### config.mk
export PLATFORM = sky130hd
export DESIGN_NAME = sdu_top
export DESIGN_NICKNAME = d
export VERILOG_FILES = /design/src/rtl/sdu_pkg.sv /design/src/rtl/sdu_mem_if.sv /design/src/rtl/sdu_table_mem.sv /design/src/rtl/sdu_top.sv
export SDC_FILE = /design/constraint.sdc
export NUM_CORES = 2
export LEC_CHECK = 0
export BUFFER_PORTS_ARGS = -buffer_cell sky130_fd_sc_hd__buf_4
export CAP_MARGIN = 20
export CORE_ASPECT_RATIO = 1.1
export CORE_MARGIN = 2
export CORE_UTILIZATION = 45
export CTS_CLUSTER_DIAMETER = 40
export CTS_CLUSTER_SIZE = 14
export DETAILED_ROUTE_END_ITERATION = 7
export GPL_ROUTABILITY_DRIVEN = 0
export SYNTH_ARGS = -nofsm -noshare
export SYNTH_HDL_FRONTEND = slang
export SYNTH_SLANG_ARGS = --single-unit
### constraint.sdc
create_clock -name clk -period 4.3 [get_ports clk]
set_input_delay 0.215 -clock clk [delete_from_list [all_inputs] [get_ports clk]]
set_output_delay 0.215 -clock clk [all_outputs]
set_load 0.01 [all_outputs]
### src/rtl/sdu_pkg.sv
// Purpose: constants and types shared by the setpoint detection unit
// Assumes: byte addresses on a 10-bit classic Wishbone address
// Notes: table field codes are what software writes into control words
package sdu_pkg;
  localparam int unsigned SDU_NUM_SP = 16;
  localparam int unsigned SDU_CH_W = 4;
  localparam int unsigned SDU_TBL_AW = 6;

  localparam logic [9:0] SDU_OFF_CTRL = 10'h000;
  localparam logic [9:0] SDU_OFF_FLAGS = 10'h004;
  localparam logic [9:0] SDU_OFF_IRQ_STAT = 10'h008;
  localparam logic [9:0] SDU_OFF_IRQ_MASK = 10'h00C;
  localparam logic [9:0] SDU_OFF_DOUT = 10'h010;
  localparam logic [1:0] SDU_TBL_SEL = 2'h1;

  localparam logic [1:0] SDU_WORD_LIMITS = 2'h0;
  localparam logic [1:0] SDU_WORD_VALUES = 2'h1;
  localparam logic [1:0] SDU_WORD_CTL = 2'h2;

  localparam int unsigned SDU_CTL_EN = 0;
  localparam int unsigned SDU_CTL_CRIT = 1;
  localparam int unsigned SDU_CTL_UPD = 4;
  localparam int unsigned SDU_CTL_ACT = 6;
  localparam int unsigned SDU_CTL_SEL = 8;
  localparam int unsigned SDU_CTL_MSK1 = 16;
  localparam int unsigned SDU_CTL_MSK2 = 24;
  localparam int unsigned SDU_DOUT_OE = 8;

  localparam logic [2:0] SDU_CRIT_EQ = 3'h0;
  localparam logic [2:0] SDU_CRIT_BELOW = 3'h1;
  localparam logic [2:0] SDU_CRIT_ABOVE = 3'h2;
  localparam logic [2:0] SDU_CRIT_INSIDE = 3'h3;
  localparam logic [2:0] SDU_CRIT_OUTSIDE = 3'h4;
  localparam logic [2:0] SDU_CRIT_HYST = 3'h5;

  localparam logic [1:0] SDU_UPD_NONE = 2'h0;
  localparam logic [1:0] SDU_UPD_TRUE = 2'h1;
  localparam logic [1:0] SDU_UPD_BOTH = 2'h2;

  localparam logic [1:0] SDU_ACT_NONE = 2'h0;
  localparam logic [1:0] SDU_ACT_DOUT = 2'h1;
  localparam logic [1:0] SDU_ACT_DAC = 2'h2;
  localparam logic [1:0] SDU_ACT_TIMER = 2'h3;

  localparam logic [3:0] SDU_IRQ_RST = 4'h0;
  localparam logic [7:0] SDU_DOUT_RST = 8'h00;

  typedef enum logic [1:0] {SDU_IDLE, SDU_RD_LIM, SDU_RD_VAL, SDU_EVAL} sdu_state_t;
endpackage

### src/rtl/sdu_mem_if.sv
// Purpose: carrier between the engine and the setpoint table memory
// Assumes: one write port and one registered read port
// Notes: read data is valid the cycle after re
`timescale 1ns/1ps
interface sdu_mem_if;
  logic we;
  logic [3:0] be;
  logic [5:0] waddr;
  logic [31:0] wdata;
  logic re;
  logic [5:0] raddr;
  logic [31:0] rdata;
  modport user (output we, be, waddr, wdata, re, raddr, input rdata);
  modport mem (input we, be, waddr, wdata, re, raddr, output rdata);
endinterface

### src/rtl/sdu_table_mem.sv
// Purpose: setpoint table, four words per channel slot
// Assumes: byte enables per lane, read data from a register
// Notes: contents are undefined until software loads them
`timescale 1ns/1ps
module sdu_table_mem
(
  input wire logic clk,
  sdu_mem_if.mem m
);
  genvar b;
  generate
    for (b = 0; b < 4; b++)
    begin : g_lane
      logic [7:0] lane [64];
      logic [7:0] rd_q;
      always_ff @(posedge clk)
      begin
        if (m.we && m.be[b])
          lane[m.waddr] <= m.wdata[8*b +: 8];
        if (m.re)
          rd_q <= lane[m.raddr];
      end
      assign m.rdata[8*b +: 8] = rd_q;
    end
  endgenerate
endmodule // sdu_table_mem

### src/rtl/sdu_top.sv
// Purpose: setpoint detection on the scan data stream
// Assumes: one sample per handshake; smp_sos marks the first word of a scan
// Notes: table slot index equals the channel number in the scan group
// What this block does
// RL1: One setpoint per channel slot, sixteen slots, so never more than sixteen.
// RL2: Each setpoint holds a 16-bit upper and a 16-bit lower limit.
// RL3: Single-point criteria: equal to upper, below upper, or above lower.
// RL4: Window criteria: strictly inside both limits, or outside either limit.
// RL5: Hysteresis: above upper forces value one, below lower forces value two.
// RL6: Hysteresis samples inside the window change neither flag nor output.
// RL7: True-only mode applies value one when met, nothing otherwise.
// RL8: True-and-false mode applies value one when met, value two when not.
// RL9: Per-channel match flag is true when the criterion is met, else false.
// RL10: Match flags change only at scan boundaries, once per scan. Here a host run start also clears them.
// RL11: Match flags are offered as a word for the acquisition data stream.
// RL12: Comparison works on 16-bit words; counter halves are separate channels.
// RL13: Action targets the digital port, an analog output or a timer.
// RL14: The sample is compared as a plain unsigned 16-bit value.
// RL15: Host loads the whole table before starting the acquisition.
// RL16: Digital action carries an 8-bit data byte and an 8-bit mask.
// RL17: Analog action writes a 16-bit value to one of four outputs.
// RL18: Masked port update changes only bits whose mask bit is set.
//
// Chosen here: register access over Wishbone and the register addresses.
`timescale 1ns/1ps
module sdu_top
  import sdu_pkg::*;
(
  input wire logic clk,
  input wire logic reset_n,
  input wire logic wb_cyc_i,
  input wire logic wb_stb_i,
  input wire logic wb_we_i,
  input wire logic [9:0] wb_adr_i,
  input wire logic [3:0] wb_sel_i,
  input wire logic [31:0] wb_dat_i,
  output logic [31:0] wb_dat_o,
  output logic wb_ack_o,
  output logic irq,
  input wire logic smp_valid,
  output logic smp_ready,
  input wire logic smp_sos,
  input wire logic [sdu_pkg::SDU_CH_W-1:0] smp_chan,
  input wire logic [15:0] smp_data,
  output logic [sdu_pkg::SDU_NUM_SP-1:0] channel_match_flag,
  output logic [7:0] aux_digital_output_port,
  output logic aux_dout_oe,
  output logic dac_wr,
  output logic [1:0] dac_sel,
  output logic [15:0] dac_value,
  output logic timer_wr,
  output logic [1:0] timer_sel,
  output logic [15:0] timer_value
);
  import sdu_pkg::*;

  sdu_mem_if mif ();

  sdu_table_mem u_mem
  (
    .clk(clk),
    .m(mif.mem)
  );

  sdu_state_t st_q;
  logic run_q;
  logic [SDU_CH_W-1:0] ch_q;
  logic [15:0] x_q;
  logic [31:0] lim_q;
  logic [31:0] val_q;
  logic [SDU_NUM_SP-1:0] pend_q;
  logic [SDU_NUM_SP-1:0] flag_q;
  logic [3:0] irq_stat_q;
  logic [3:0] irq_mask_q;
  logic [7:0] port_q;
  logic oe_q;
  logic dac_wr_q;
  logic [1:0] dac_sel_q;
  logic [15:0] dac_val_q;
  logic tmr_wr_q;
  logic [1:0] tmr_sel_q;
  logic [15:0] tmr_val_q;
  logic ack_q;
  logic rd_wait_q;
  logic [31:0] dat_q;

  logic accept;
  logic take;
  logic bus_req;
  logic tbl_hit;
  logic bus_wr;
  logic port_free;
  logic tbl_rd_go;
  logic [31:0] reg_rdata;
  logic [31:0] ctl;
  logic [15:0] hi_lim;
  logic [15:0] lo_lim;
  logic sp_en;
  logic [2:0] crit;
  logic [1:0] upd;
  logic [1:0] act;
  logic met;
  logic decided;
  logic apply;
  logic [15:0] out_val;
  logic [7:0] out_msk;
  logic eval;
  logic commit;
  logic run_start;
  logic [3:0] ev;
  logic [3:0] irq_clr;
  logic [31:0] mask_merged;

  function automatic logic [31:0] merge(input logic [31:0] old, input logic [31:0] nw, input logic [3:0] sel);
    logic [31:0] r;
    r = old;
    for (int i = 0; i < 4; i++)
    begin
      if (sel[i])
        r[8*i +: 8] = nw[8*i +: 8];
    end
    return r;
  endfunction

  // Sample stream: one word per four cycles while running, ready only when idle
  assign smp_ready = (st_q == SDU_IDLE);
  assign accept = smp_valid & smp_ready;
  assign take = accept & run_q;
  assign eval = (st_q == SDU_EVAL);

  // Bus decode
  assign bus_req = wb_cyc_i & wb_stb_i & ~ack_q & ~rd_wait_q;
  assign tbl_hit = (wb_adr_i[9:8] == SDU_TBL_SEL);
  assign bus_wr = bus_req & wb_we_i;
  // Engine owns the read port while busy; table reads wait for a gap
  assign port_free = (st_q == SDU_IDLE) & ~(smp_valid & run_q);
  assign tbl_rd_go = bus_req & tbl_hit & ~wb_we_i & port_free;
  assign run_start = bus_wr & (wb_adr_i == SDU_OFF_CTRL) & wb_sel_i[0] & wb_dat_i[0] & ~run_q;
  assign commit = take & smp_sos;

  // Table port: bus writes, engine or bus reads
  always_comb
  begin
    mif.we = bus_wr & tbl_hit; // RL15
    mif.be = wb_sel_i;
    mif.waddr = wb_adr_i[7:2];
    mif.wdata = wb_dat_i;
    mif.re = 1'b0;
    mif.raddr = wb_adr_i[7:2];
    if (take)
    begin
      mif.re = 1'b1;
      mif.raddr = {smp_chan, SDU_WORD_LIMITS}; // RL1
    end
    else if (st_q == SDU_RD_LIM)
    begin
      mif.re = 1'b1;
      mif.raddr = {ch_q, SDU_WORD_VALUES};
    end
    else if (st_q == SDU_RD_VAL)
    begin
      mif.re = 1'b1;
      mif.raddr = {ch_q, SDU_WORD_CTL};
    end
    else if (tbl_rd_go)
    begin
      mif.re = 1'b1;
    end
  end

  // Engine sequence
  always_ff @(posedge clk)
  begin
    if (!reset_n)
      st_q <= SDU_IDLE;
    else
    begin
      case (st_q)
        SDU_IDLE:
          if (take)
            st_q <= SDU_RD_LIM;
        SDU_RD_LIM:
          st_q <= SDU_RD_VAL;
        SDU_RD_VAL:
          st_q <= SDU_EVAL;
        SDU_EVAL:
          st_q <= SDU_IDLE;
        default:
          st_q <= SDU_IDLE;
      endcase
    end
  end

  always_ff @(posedge clk)
  begin
    if (!reset_n)
    begin
      ch_q <= '0;
      x_q <= 16'h0000;
      lim_q <= 32'h00000000;
      val_q <= 32'h00000000;
    end
    else
    begin
      if (take)
      begin
        ch_q <= smp_chan;
        x_q <= smp_data; // RL12 RL14
      end
      if (st_q == SDU_RD_LIM)
        lim_q <= mif.rdata; // RL2
      if (st_q == SDU_RD_VAL)
        val_q <= mif.rdata;
    end
  end

  // Criterion evaluation on the control word just read
  assign ctl = mif.rdata;
  assign hi_lim = lim_q[31:16];
  assign lo_lim = lim_q[15:0];
  assign sp_en = ctl[SDU_CTL_EN];
  assign crit = ctl[SDU_CTL_CRIT +: 3];
  assign upd = ctl[SDU_CTL_UPD +: 2];
  assign act = ctl[SDU_CTL_ACT +: 2];

  always_comb
  begin
    met = 1'b0;
    decided = 1'b1;
    case (crit)
      SDU_CRIT_EQ:
        met = (x_q == hi_lim); // RL3
      SDU_CRIT_BELOW:
        met = (x_q < hi_lim); // RL3
      SDU_CRIT_ABOVE:
        met = (x_q > lo_lim); // RL3
      SDU_CRIT_INSIDE:
        met = (x_q > lo_lim) && (x_q < hi_lim); // RL4
      SDU_CRIT_OUTSIDE:
        met = (x_q < lo_lim) || (x_q > hi_lim); // RL4
      SDU_CRIT_HYST:
      begin
        met = (x_q > hi_lim); // RL5
        decided = (x_q > hi_lim) || (x_q < lo_lim); // RL6
      end
      default:
        decided = 1'b0;
    endcase
  end

  // Hysteresis forces both values regardless of update mode
  always_comb
  begin
    if (!sp_en || !decided)
      apply = 1'b0;
    else if (crit == SDU_CRIT_HYST)
      apply = 1'b1; // RL5
    else if (met)
      apply = (upd == SDU_UPD_TRUE) || (upd == SDU_UPD_BOTH); // RL7 RL8
    else
      apply = (upd == SDU_UPD_BOTH); // RL8
  end

  assign out_val = met ? val_q[31:16] : val_q[15:0];
  assign out_msk = met ? ctl[SDU_CTL_MSK1 +: 8] : ctl[SDU_CTL_MSK2 +: 8]; // RL16

  // Pending flags; published only at the next start of scan
  always_ff @(posedge clk)
  begin
    if (!reset_n)
      pend_q <= '0;
    else if (run_start)
      pend_q <= '0;
    else if (eval)
    begin
      if (!sp_en)
        pend_q[ch_q] <= 1'b0;
      else if (decided)
        pend_q[ch_q] <= met; // RL9 RL6
    end
  end

  always_ff @(posedge clk)
  begin
    if (!reset_n)
      flag_q <= '0;
    else if (run_start)
      flag_q <= '0;
    else if (commit)
      flag_q <= pend_q; // RL10
  end

  assign channel_match_flag = flag_q; // RL11

  // Run control
  always_ff @(posedge clk)
  begin
    if (!reset_n)
      run_q <= 1'b0;
    else if (bus_wr && wb_adr_i == SDU_OFF_CTRL && wb_sel_i[0])
      run_q <= wb_dat_i[0];
  end

  // Digital port: direct host write enables the driver, setpoints merge masked and win over a same-cycle host write
  always_ff @(posedge clk)
  begin
    if (!reset_n)
    begin
      port_q <= SDU_DOUT_RST;
      oe_q <= 1'b0;
    end
    else if (eval && apply && act == SDU_ACT_DOUT)
      port_q <= (port_q & ~out_msk) | (out_val[7:0] & out_msk); // RL13 RL18
    else if (bus_wr && wb_adr_i == SDU_OFF_DOUT && wb_sel_i[0])
    begin
      port_q <= wb_dat_i[7:0];
      oe_q <= 1'b1;
    end
  end

  // Analog and timer updates, one-cycle write strobes
  always_ff @(posedge clk)
  begin
    if (!reset_n)
    begin
      dac_wr_q <= 1'b0;
      dac_sel_q <= 2'h0;
      dac_val_q <= 16'h0000;
    end
    else
    begin
      dac_wr_q <= eval & apply & (act == SDU_ACT_DAC); // RL13
      if (eval && apply && act == SDU_ACT_DAC)
      begin
        dac_sel_q <= ctl[SDU_CTL_SEL +: 2]; // RL17
        dac_val_q <= out_val; // RL17
      end
    end
  end

  always_ff @(posedge clk)
  begin
    if (!reset_n)
    begin
      tmr_wr_q <= 1'b0;
      tmr_sel_q <= 2'h0;
      tmr_val_q <= 16'h0000;
    end
    else
    begin
      tmr_wr_q <= eval & apply & (act == SDU_ACT_TIMER); // RL13
      if (eval && apply && act == SDU_ACT_TIMER)
      begin
        tmr_sel_q <= ctl[SDU_CTL_SEL +: 2];
        tmr_val_q <= out_val;
      end
    end
  end

  assign aux_digital_output_port = port_q;
  assign aux_dout_oe = oe_q;
  assign dac_wr = dac_wr_q;
  assign dac_sel = dac_sel_q;
  assign dac_value = dac_val_q;
  assign timer_wr = tmr_wr_q;
  assign timer_sel = tmr_sel_q;
  assign timer_value = tmr_val_q;

  // Interrupt status: set wins over a same-cycle clear
  assign ev[0] = commit & (pend_q != flag_q);
  assign ev[1] = eval & apply & (act == SDU_ACT_DOUT);
  assign ev[2] = eval & apply & (act == SDU_ACT_DAC);
  assign ev[3] = eval & apply & (act == SDU_ACT_TIMER);
  assign irq_clr = (bus_wr && wb_adr_i == SDU_OFF_IRQ_STAT && wb_sel_i[0]) ? wb_dat_i[3:0] : 4'h0;

  always_ff @(posedge clk)
  begin
    if (!reset_n)
      irq_stat_q <= SDU_IRQ_RST;
    else
      irq_stat_q <= (irq_stat_q & ~irq_clr) | ev;
  end

  // Only four mask bits exist; upper lanes are dropped on purpose
  assign mask_merged = merge({28'h0000000, irq_mask_q}, wb_dat_i, wb_sel_i);

  always_ff @(posedge clk)
  begin
    if (!reset_n)
      irq_mask_q <= SDU_IRQ_RST;
    else if (bus_wr && wb_adr_i == SDU_OFF_IRQ_MASK)
      irq_mask_q <= mask_merged[3:0];
  end

  assign irq = |(irq_stat_q & irq_mask_q);

  // Register read mux; unmapped offsets read zero
  always_comb
  begin
    reg_rdata = 32'h00000000;
    case (wb_adr_i)
      SDU_OFF_CTRL:
        reg_rdata = {31'h00000000, run_q};
      SDU_OFF_FLAGS:
        reg_rdata = {pend_q, flag_q};
      SDU_OFF_IRQ_STAT:
        reg_rdata = {28'h0000000, irq_stat_q};
      SDU_OFF_IRQ_MASK:
        reg_rdata = {28'h0000000, irq_mask_q};
      SDU_OFF_DOUT:
        reg_rdata = {23'h000000, oe_q, port_q};
      default:
        reg_rdata = 32'h00000000;
    endcase
  end

  // Ack one cycle after a request, two after a table read gets the port
  always_ff @(posedge clk)
  begin
    if (!reset_n)
    begin
      ack_q <= 1'b0;
      rd_wait_q <= 1'b0;
      dat_q <= 32'h00000000;
    end
    else
    begin
      rd_wait_q <= tbl_rd_go;
      ack_q <= (bus_req & ~(tbl_hit & ~wb_we_i)) | rd_wait_q;
      if (rd_wait_q)
        dat_q <= mif.rdata;
      else if (bus_req && !tbl_hit)
        dat_q <= reg_rdata;
      else
        dat_q <= 32'h00000000;
    end
  end

  assign wb_ack_o = ack_q;
  assign wb_dat_o = dat_q;
endmodule // sdu_top

Word level (Yosys, flattened, before mapping)
Memory sizes are Yosys's and may differ from the RTL's. A register that Yosys moved wholly into a read port is not among the register bits.
Index checks and enable logic that the tools add are counted.
Storage, ports and cells
  register bits: 208
  bits in writable memories: 2048
  input port bits: 73
  output and inout port bits: 98
  logic and storage cells: 165
  memories kept: 4
Operators by class
  order comparisons: 6
  eq/ne operators: 22
  mux-type cells: 35
  bitwise logic cells: 43
  reduce and logical (&&, ||, !) cells: 34
Memories
  u_mem.g_lane[0].lane: depth 64, width 8, read ports 1, clocked after memory_dff 1, wr ports 1, line sdu_table_mem.sv:14  | logic [7:0] lane [64];
  u_mem.g_lane[1].lane: depth 64, width 8, read ports 1, clocked after memory_dff 1, wr ports 1, line sdu_table_mem.sv:14
  u_mem.g_lane[2].lane: depth 64, width 8, read ports 1, clocked after memory_dff 1, wr ports 1, line sdu_table_mem.sv:14
  u_mem.g_lane[3].lane: depth 64, width 8, read ports 1, clocked after memory_dff 1, wr ports 1, line sdu_table_mem.sv:14
Operators by type and width (count)
  $pmux W32 S5: 1
  $mux W32: 2
  $mux W16: 3
  $gt A16 B16 Y1: 2
  $lt A16 B16 Y1: 2
  $and A1 B1 Y1: 24
  $mux W8: 3
  $eq A10 B4 Y1 const B: 2
  $logic_and A1 B1 Y1: 18
  $mux W6: 3
  $and A16 B16 Y16: 1
  $and A8 B8 Y8: 2
  $bwmux W16: 1
  $eq A16 B16 Y1: 1
  $mux W1: 16
  $ne A16 B16 Y1: 1
  $not A16 Y16: 1
  $eq A10 B3 Y1 const B: 1
  $eq A10 B5 Y1 const B: 1
  $eq A2 B2 Y1 const B: 5
  $logic_not A10 Y1: 1
  $and A4 B4 Y4: 2
  $eq A2 B1 Y1 const B: 4
  $not A1 Y1: 8
  27 further kinds: 35

Logic depth before layout (Yosys ltp)
  depth in word-level cells: 10
  depth in mapped cells: 16
  gate-level depth less buffers: 11

Cells and area by module
A second synthesis with hierarchy kept.
Second synthesis, totals
  cells, all modules: 4837
  area total of the unflattened synthesis: 89717.3 um^2
By module, submodules not included
  sdu_table_mem: times used 1, cells each 3661, area an instance 79675.2 um^2, sequential area each 62459.9 um^2
  sdu_top: times used 1, cells each 1176, area an instance 10042.1 um^2, sequential area each 4164.0 um^2

Worst setup path before layout
No wires, ideal clock.
  path kind: reg-to-reg
  start point: reg st_q[0]
  end point: reg u_mem.g_lane[0].rd_q[4] (read register of u_mem.g_lane[0].lane), data pin
  setup time: 270 ps
  data arrival time: 3000 ps
  data required time: 4030 ps
  setup slack: 1030 ps
  cell stages (with the launch flop): 17
  path buffers: 5
  clock period less this slack: 3270 ps
  path through: dfxtp_1 inv_1 ha_1 and3_1 buf_2 or3_1 buf_2 or3_1 buf_2 buf_6 buf_6 o22ai_1 a31oi_1 a211oi_1 a211oi_1 a211oi_1 a21oi_1
On the way
  word-level cells in the longest chain between the ends: 7
  elaborated cells on any way between the ends: 14
  those cells by class: eq/ne (2); mux (7); bitwise (4); reduce/logical (1)
RTL lines
  from (decl): line sdu_top.sv:65  | sdu_state_t st_q;
  from (signal assigned): line sdu_top.sv:175  | st_q <= SDU_IDLE;
  from (signal assigned): line sdu_top.sv:181  | st_q <= SDU_RD_LIM;
  from (signal assigned): line sdu_top.sv:183  | st_q <= SDU_RD_VAL;
  $logic_not A2 Y1 (*): line sdu_top.sv:126  | assign smp_ready = (st_q == SDU_IDLE);
  via smp_ready: line sdu_top.sv:41  | output logic smp_ready,
  $and A1 B1 Y1: line sdu_top.sv:136  | assign port_free = (st_q == SDU_IDLE) & ~(smp_valid & run_q);
  $and A1 B1 Y1: line sdu_top.sv:137  | assign tbl_rd_go = bus_req & tbl_hit & ~wb_we_i & port_free;
  $mux W1: line sdu_top.sv:165  | else if (tbl_rd_go)
  $mux W1: line sdu_top.sv:160  | else if (st_q == SDU_RD_VAL)
  $mux W1: line sdu_top.sv:155  | else if (st_q == SDU_RD_LIM)
  $mux W1: line sdu_top.sv:150  | if (take)
  to (decl): line sdu_table_mem.sv:15  | logic [7:0] rd_q;
The timed path passes the listed nets; every way through them passes the cells marked *.
A chain may end at the register's enable or synchronous reset.

Worst setup path in the final report
  start point: reg st_q[1]
  end point: reg u_mem.g_lane[2].rd_q[7] (read register of u_mem.g_lane[2].lane), data pin
On the way
  word-level cells in the longest chain between the ends: 7
  elaborated cells on any way between the ends: 14
  those cells by class: eq/ne (2); mux (7); bitwise (4); reduce/logical (1)
RTL lines (line)
  $logic_not A2 Y1: sdu_top.sv:126, sdu_top.sv:136
  $and A1 B1 Y1: sdu_top.sv:136
  $and A1 B1 Y1: sdu_top.sv:137
  $mux W1: sdu_top.sv:165
  $mux W1: sdu_top.sv:160
  $mux W1: sdu_top.sv:155
  $mux W1: sdu_top.sv:150
  to (decl): sdu_table_mem.sv:15
Several ways; a longest one is shown, not always the timed one.

==> flow_summary.ini <==
[cts]
path_clk_slew_ns = 0.06
cts_root_buf = clkbuf_16
h-tree-depth = 4
insertion_delay_ns = 0.89
cts.sinks = 2288
cts_tree = yes
cts_resized = 0
numCtsBuffers = 239
clock_path_buffers = 3

[synth]
synth_top_family_by_area = compound AO/OA/AOI/OAI gates
ys.flop_type = edfxtp_1
synth_xor_area_share_pct = 0.158
syn_area_per_cell_um2 = 13.8
yosys_warnings = 0
ys_seq_area_share_pct = 75.0
ys_ff_latch = 2288
yosys-mux-area-fraction_pct = 1.64
synth_compound_area_share_pct = 12.5
synth_cell_types = 53
synthAdderAreaFrac_pct = 0.521
synth_edf_count = 2080
syn-num-nets = 6545
syn_area_um2 = 88800
synthCells = 6435
synth_simple_gate_area_share_pct = 7.75
ys_async_sr_fraction_pct = 0

[run_status]
status = complete, but fails checks
failed_checks = DRC

[power_and_ir_drop]
power.total_mw = 47.5
vdd_drop_max_uv = 360
power.density_nw_per_um2 = 468
switching_share_pct = 22.5
sequentialPowerShare_pct = 51.1
combPwrFrac_pct = 4.9
p_leak_nw = 32.5
power.switching_mw = 10.7
pwr-share-clk_pct = 44.1
p_int_mw = 36.8

[setup_path]
crit_fanout = 59
worstPathRequired_ns = 4.91
worstSetupStartpointType = flop
end_kind = flop
arrival_ns = 4.71
r2r-start = st_q[1]
rr_worst_depth = 12
criticalPathCategory = flop to flop
reg2reg_to = u_mem.g_lane[2].rd_q[7]
r2r_setup_slack_ns = 0.19
crit_start = st_q[1]

[route]
dr.pass1.iters = 8
initialDrtViolationCount = 6404
num_vias = 56800
ant_nets = 0
route.detailed.drc = 30
viasPerCell = 6.08
routed_wl_mm = 263
wl_per_cell_um = 28.1

[floorplanning]
core_um2 = 197000
die_w_um = 428
die_height_um = 470
initial_utilization_pct = 45.1
ios = 171
dieArea_um2 = 201000
rows = 171

[sta]
worst_pin_slew_ns = 1.07
max_freq_mhz = 244
final-max-slew-violation-count = 0
finalSetupViolations = 0
setup_slack_ns = 0.193
period_minus_slack_ns = 4.11
fin_tns_setup_ns = 0
hold_viol = 0
max_slew_margin_pct = 28.7
fin_hold_ws_ns = 0.0596
rsz0062_at_grt = false
skew_ns = 0.0292
fin_crit_sh_pct = 95.5

[grt]
grt_antenna_before_repair = 16
overflow = 0
grt_usage_pct = 25.6
grt_pass1_vias = 54000
grt_max_degree = 110
grt_pass1_wl_mm = 378

[placement]
place_inst = 8827
dpl_cell_area_um2 = 92900
port-buffer-count = 170
place_hpwl_mm = 154
place_ws_ns = 0.248

[worst_hold_path]
hold_depth = 4
hold_start = smp_sos
hp-class = primary input to flop
hold_end = channel_match_flag[11]

[layout]
design_area_um2 = 102000
drive_gt1_share_pct = 10.6
stdcell_count = 9349
fin_util_pct = 51.6
final_nets = 6653
area_delta_synth_final_pct = 14.4
n_fill_cell = 16300

[flow_run]
max-cap-violations = 0
-- power by group through the flow --
stage	Clock (mW)	Sequential, mW	Combinational, mW
2_1_floorplan	0	24.7	1.16
3_3_place_gp	0	24.7	2.22
3_5_place_dp	0	24.7	2.24
4_1_cts	21.1	24.3	2.30
5_1_grt	22.0	24.3	2.46
6_report	21.0	24.3	2.31
-- cell type report --
type / count / area, µm² / share of cell area [%]
Antenna cell: 16 / 40.0 / 0.0394
Clock buffer: 266 / 6200 / 6.09
Clock inverter: 170 / 1830 / 1.80
Inverter: 44 / 168 / 0.165
Multi-Input combinational cell: 3617 / 20200 / 19.8
Sequential cell: 2288 / 66600 / 65.5
Tap cell: 2595 / 3250 / 3.19
Timing Repair Buffer: 353 / 3380 / 3.33
-- per-layer routing --
metal | wire length [µm] | global-route usage (%)
met5 | 36 | 0
met4 | 10900 | 10.1
met3 | 21800 | 4.78
met2 | 124000 | 40.4
met1 | 106000 | 35.0
-- synth_stat cells, drive strengths merged (37+ instances only) --
library cell | number | area (µm²)
nand2 | 1198 | 4500
ha | 37 | 463
mux2i | 125 | 1250
a311oi | 258 | 2260
edfxtp | 2080 | 62500
a22oi | 40 | 300
clkbuf | 376 | 1410
o22ai | 512 | 3200
nor2 | 430 | 1610
a21oi | 318 | 1590
dfxtp | 208 | 4160
a211oi | 238 | 1790
a31oi | 261 | 1640
buf | 110 | 622
inv | 44 | 165
-- registers in the layout, summed over array words and instances, names as in the netlist, named ones only --
signal and count:
val_q 32, dac_value 16, timer_sel 2, dac_sel 2
irq_stat_q 4, timer_wr 1, x_q 16, rd_wait_q 1
channel_match_flag 16, u_mem.g_lane.lane 2048, aux_dout_oe 1, irq_mask_q 4
wb_dat_o 32, lim_q 32, timer_value 16, ch_q 4
u_mem.g_lane.rd_q 32, run_q 1, st_q 2, pend_q 16
wb_ack_o 1, dac_wr 1
-- layout by cell type (no fill, tap or decap), types with 24 or more instances in the layout --
cell type         n
inv_6            28
clkinv_4         25
dlygate4sd3_1    70
clkinv_2         29
mux2i_1         125
dfxtp_1         208
bufinv_16        24
a211oi_1        238
a21oi_1         318
buf_12           44
a22oi_1          40
buf_4           238
nor2_1          430
a311oi_1        256
ha_1             35
clkinv_1         25
a31oi_1         260
clkbuf_16       242
nand2_1        1195
inv_1            43
edfxtp_1       2080
o22ai_1         512
-- worst max-delay path, stage by stage, from the launching register on --
cell and delay, ns:
dfxtp_1 0.40, inv_1 0.10, ha_2 0.24, nor2_1 0.46, mux2i_1 0.21, o21ai_4 0.39, buf_12 0.33, buf_12 0.30
a311oi_1 0.14, a211oi_1 0.45, a211oi_1 0.19, a21oi_1 0.38, a21oi_1 0.12
-- worst max path at each step --
stage,slack (ns),end
global placement,0.26,u_mem.g_lane[1].rd_q[0]
finish,0.19,u_mem.g_lane[2].rd_q[7]
detailed placement,0.25,u_mem.g_lane[1].rd_q[0]
global route,0.11,u_mem.g_lane[2].rd_q[7]
CTS,0.24,u_mem.g_lane[1].rd_q[0]
floorplan,1.03,u_mem.g_lane[0].rd_q[4]
-- logic make-up (layout without fill, tap and decap cells) --
kind of cell | Yosys count | after routing
flip-flops | 2288 | 2288
AND/OR/NAND/NOR | 1752 | 1752
AO/OA/AOI/OAI | 1669 | 1669
buffers and inverters | 530 | 833
multiplexers | 143 | 143
adder cells (fa/ha/maj) | 37 | 37
XOR/XNOR | 16 | 16
other | 0 | 16
-- what timing repair did --
| action | CTS | global route |
|---|---|---|
| setup buffers | 0 | 0 |
| hold buffers | 70 | 0 |
| endpoints found under the hold margin | 1983 | 0 |
Note: power is estimated with default switching activity, not from simulation.
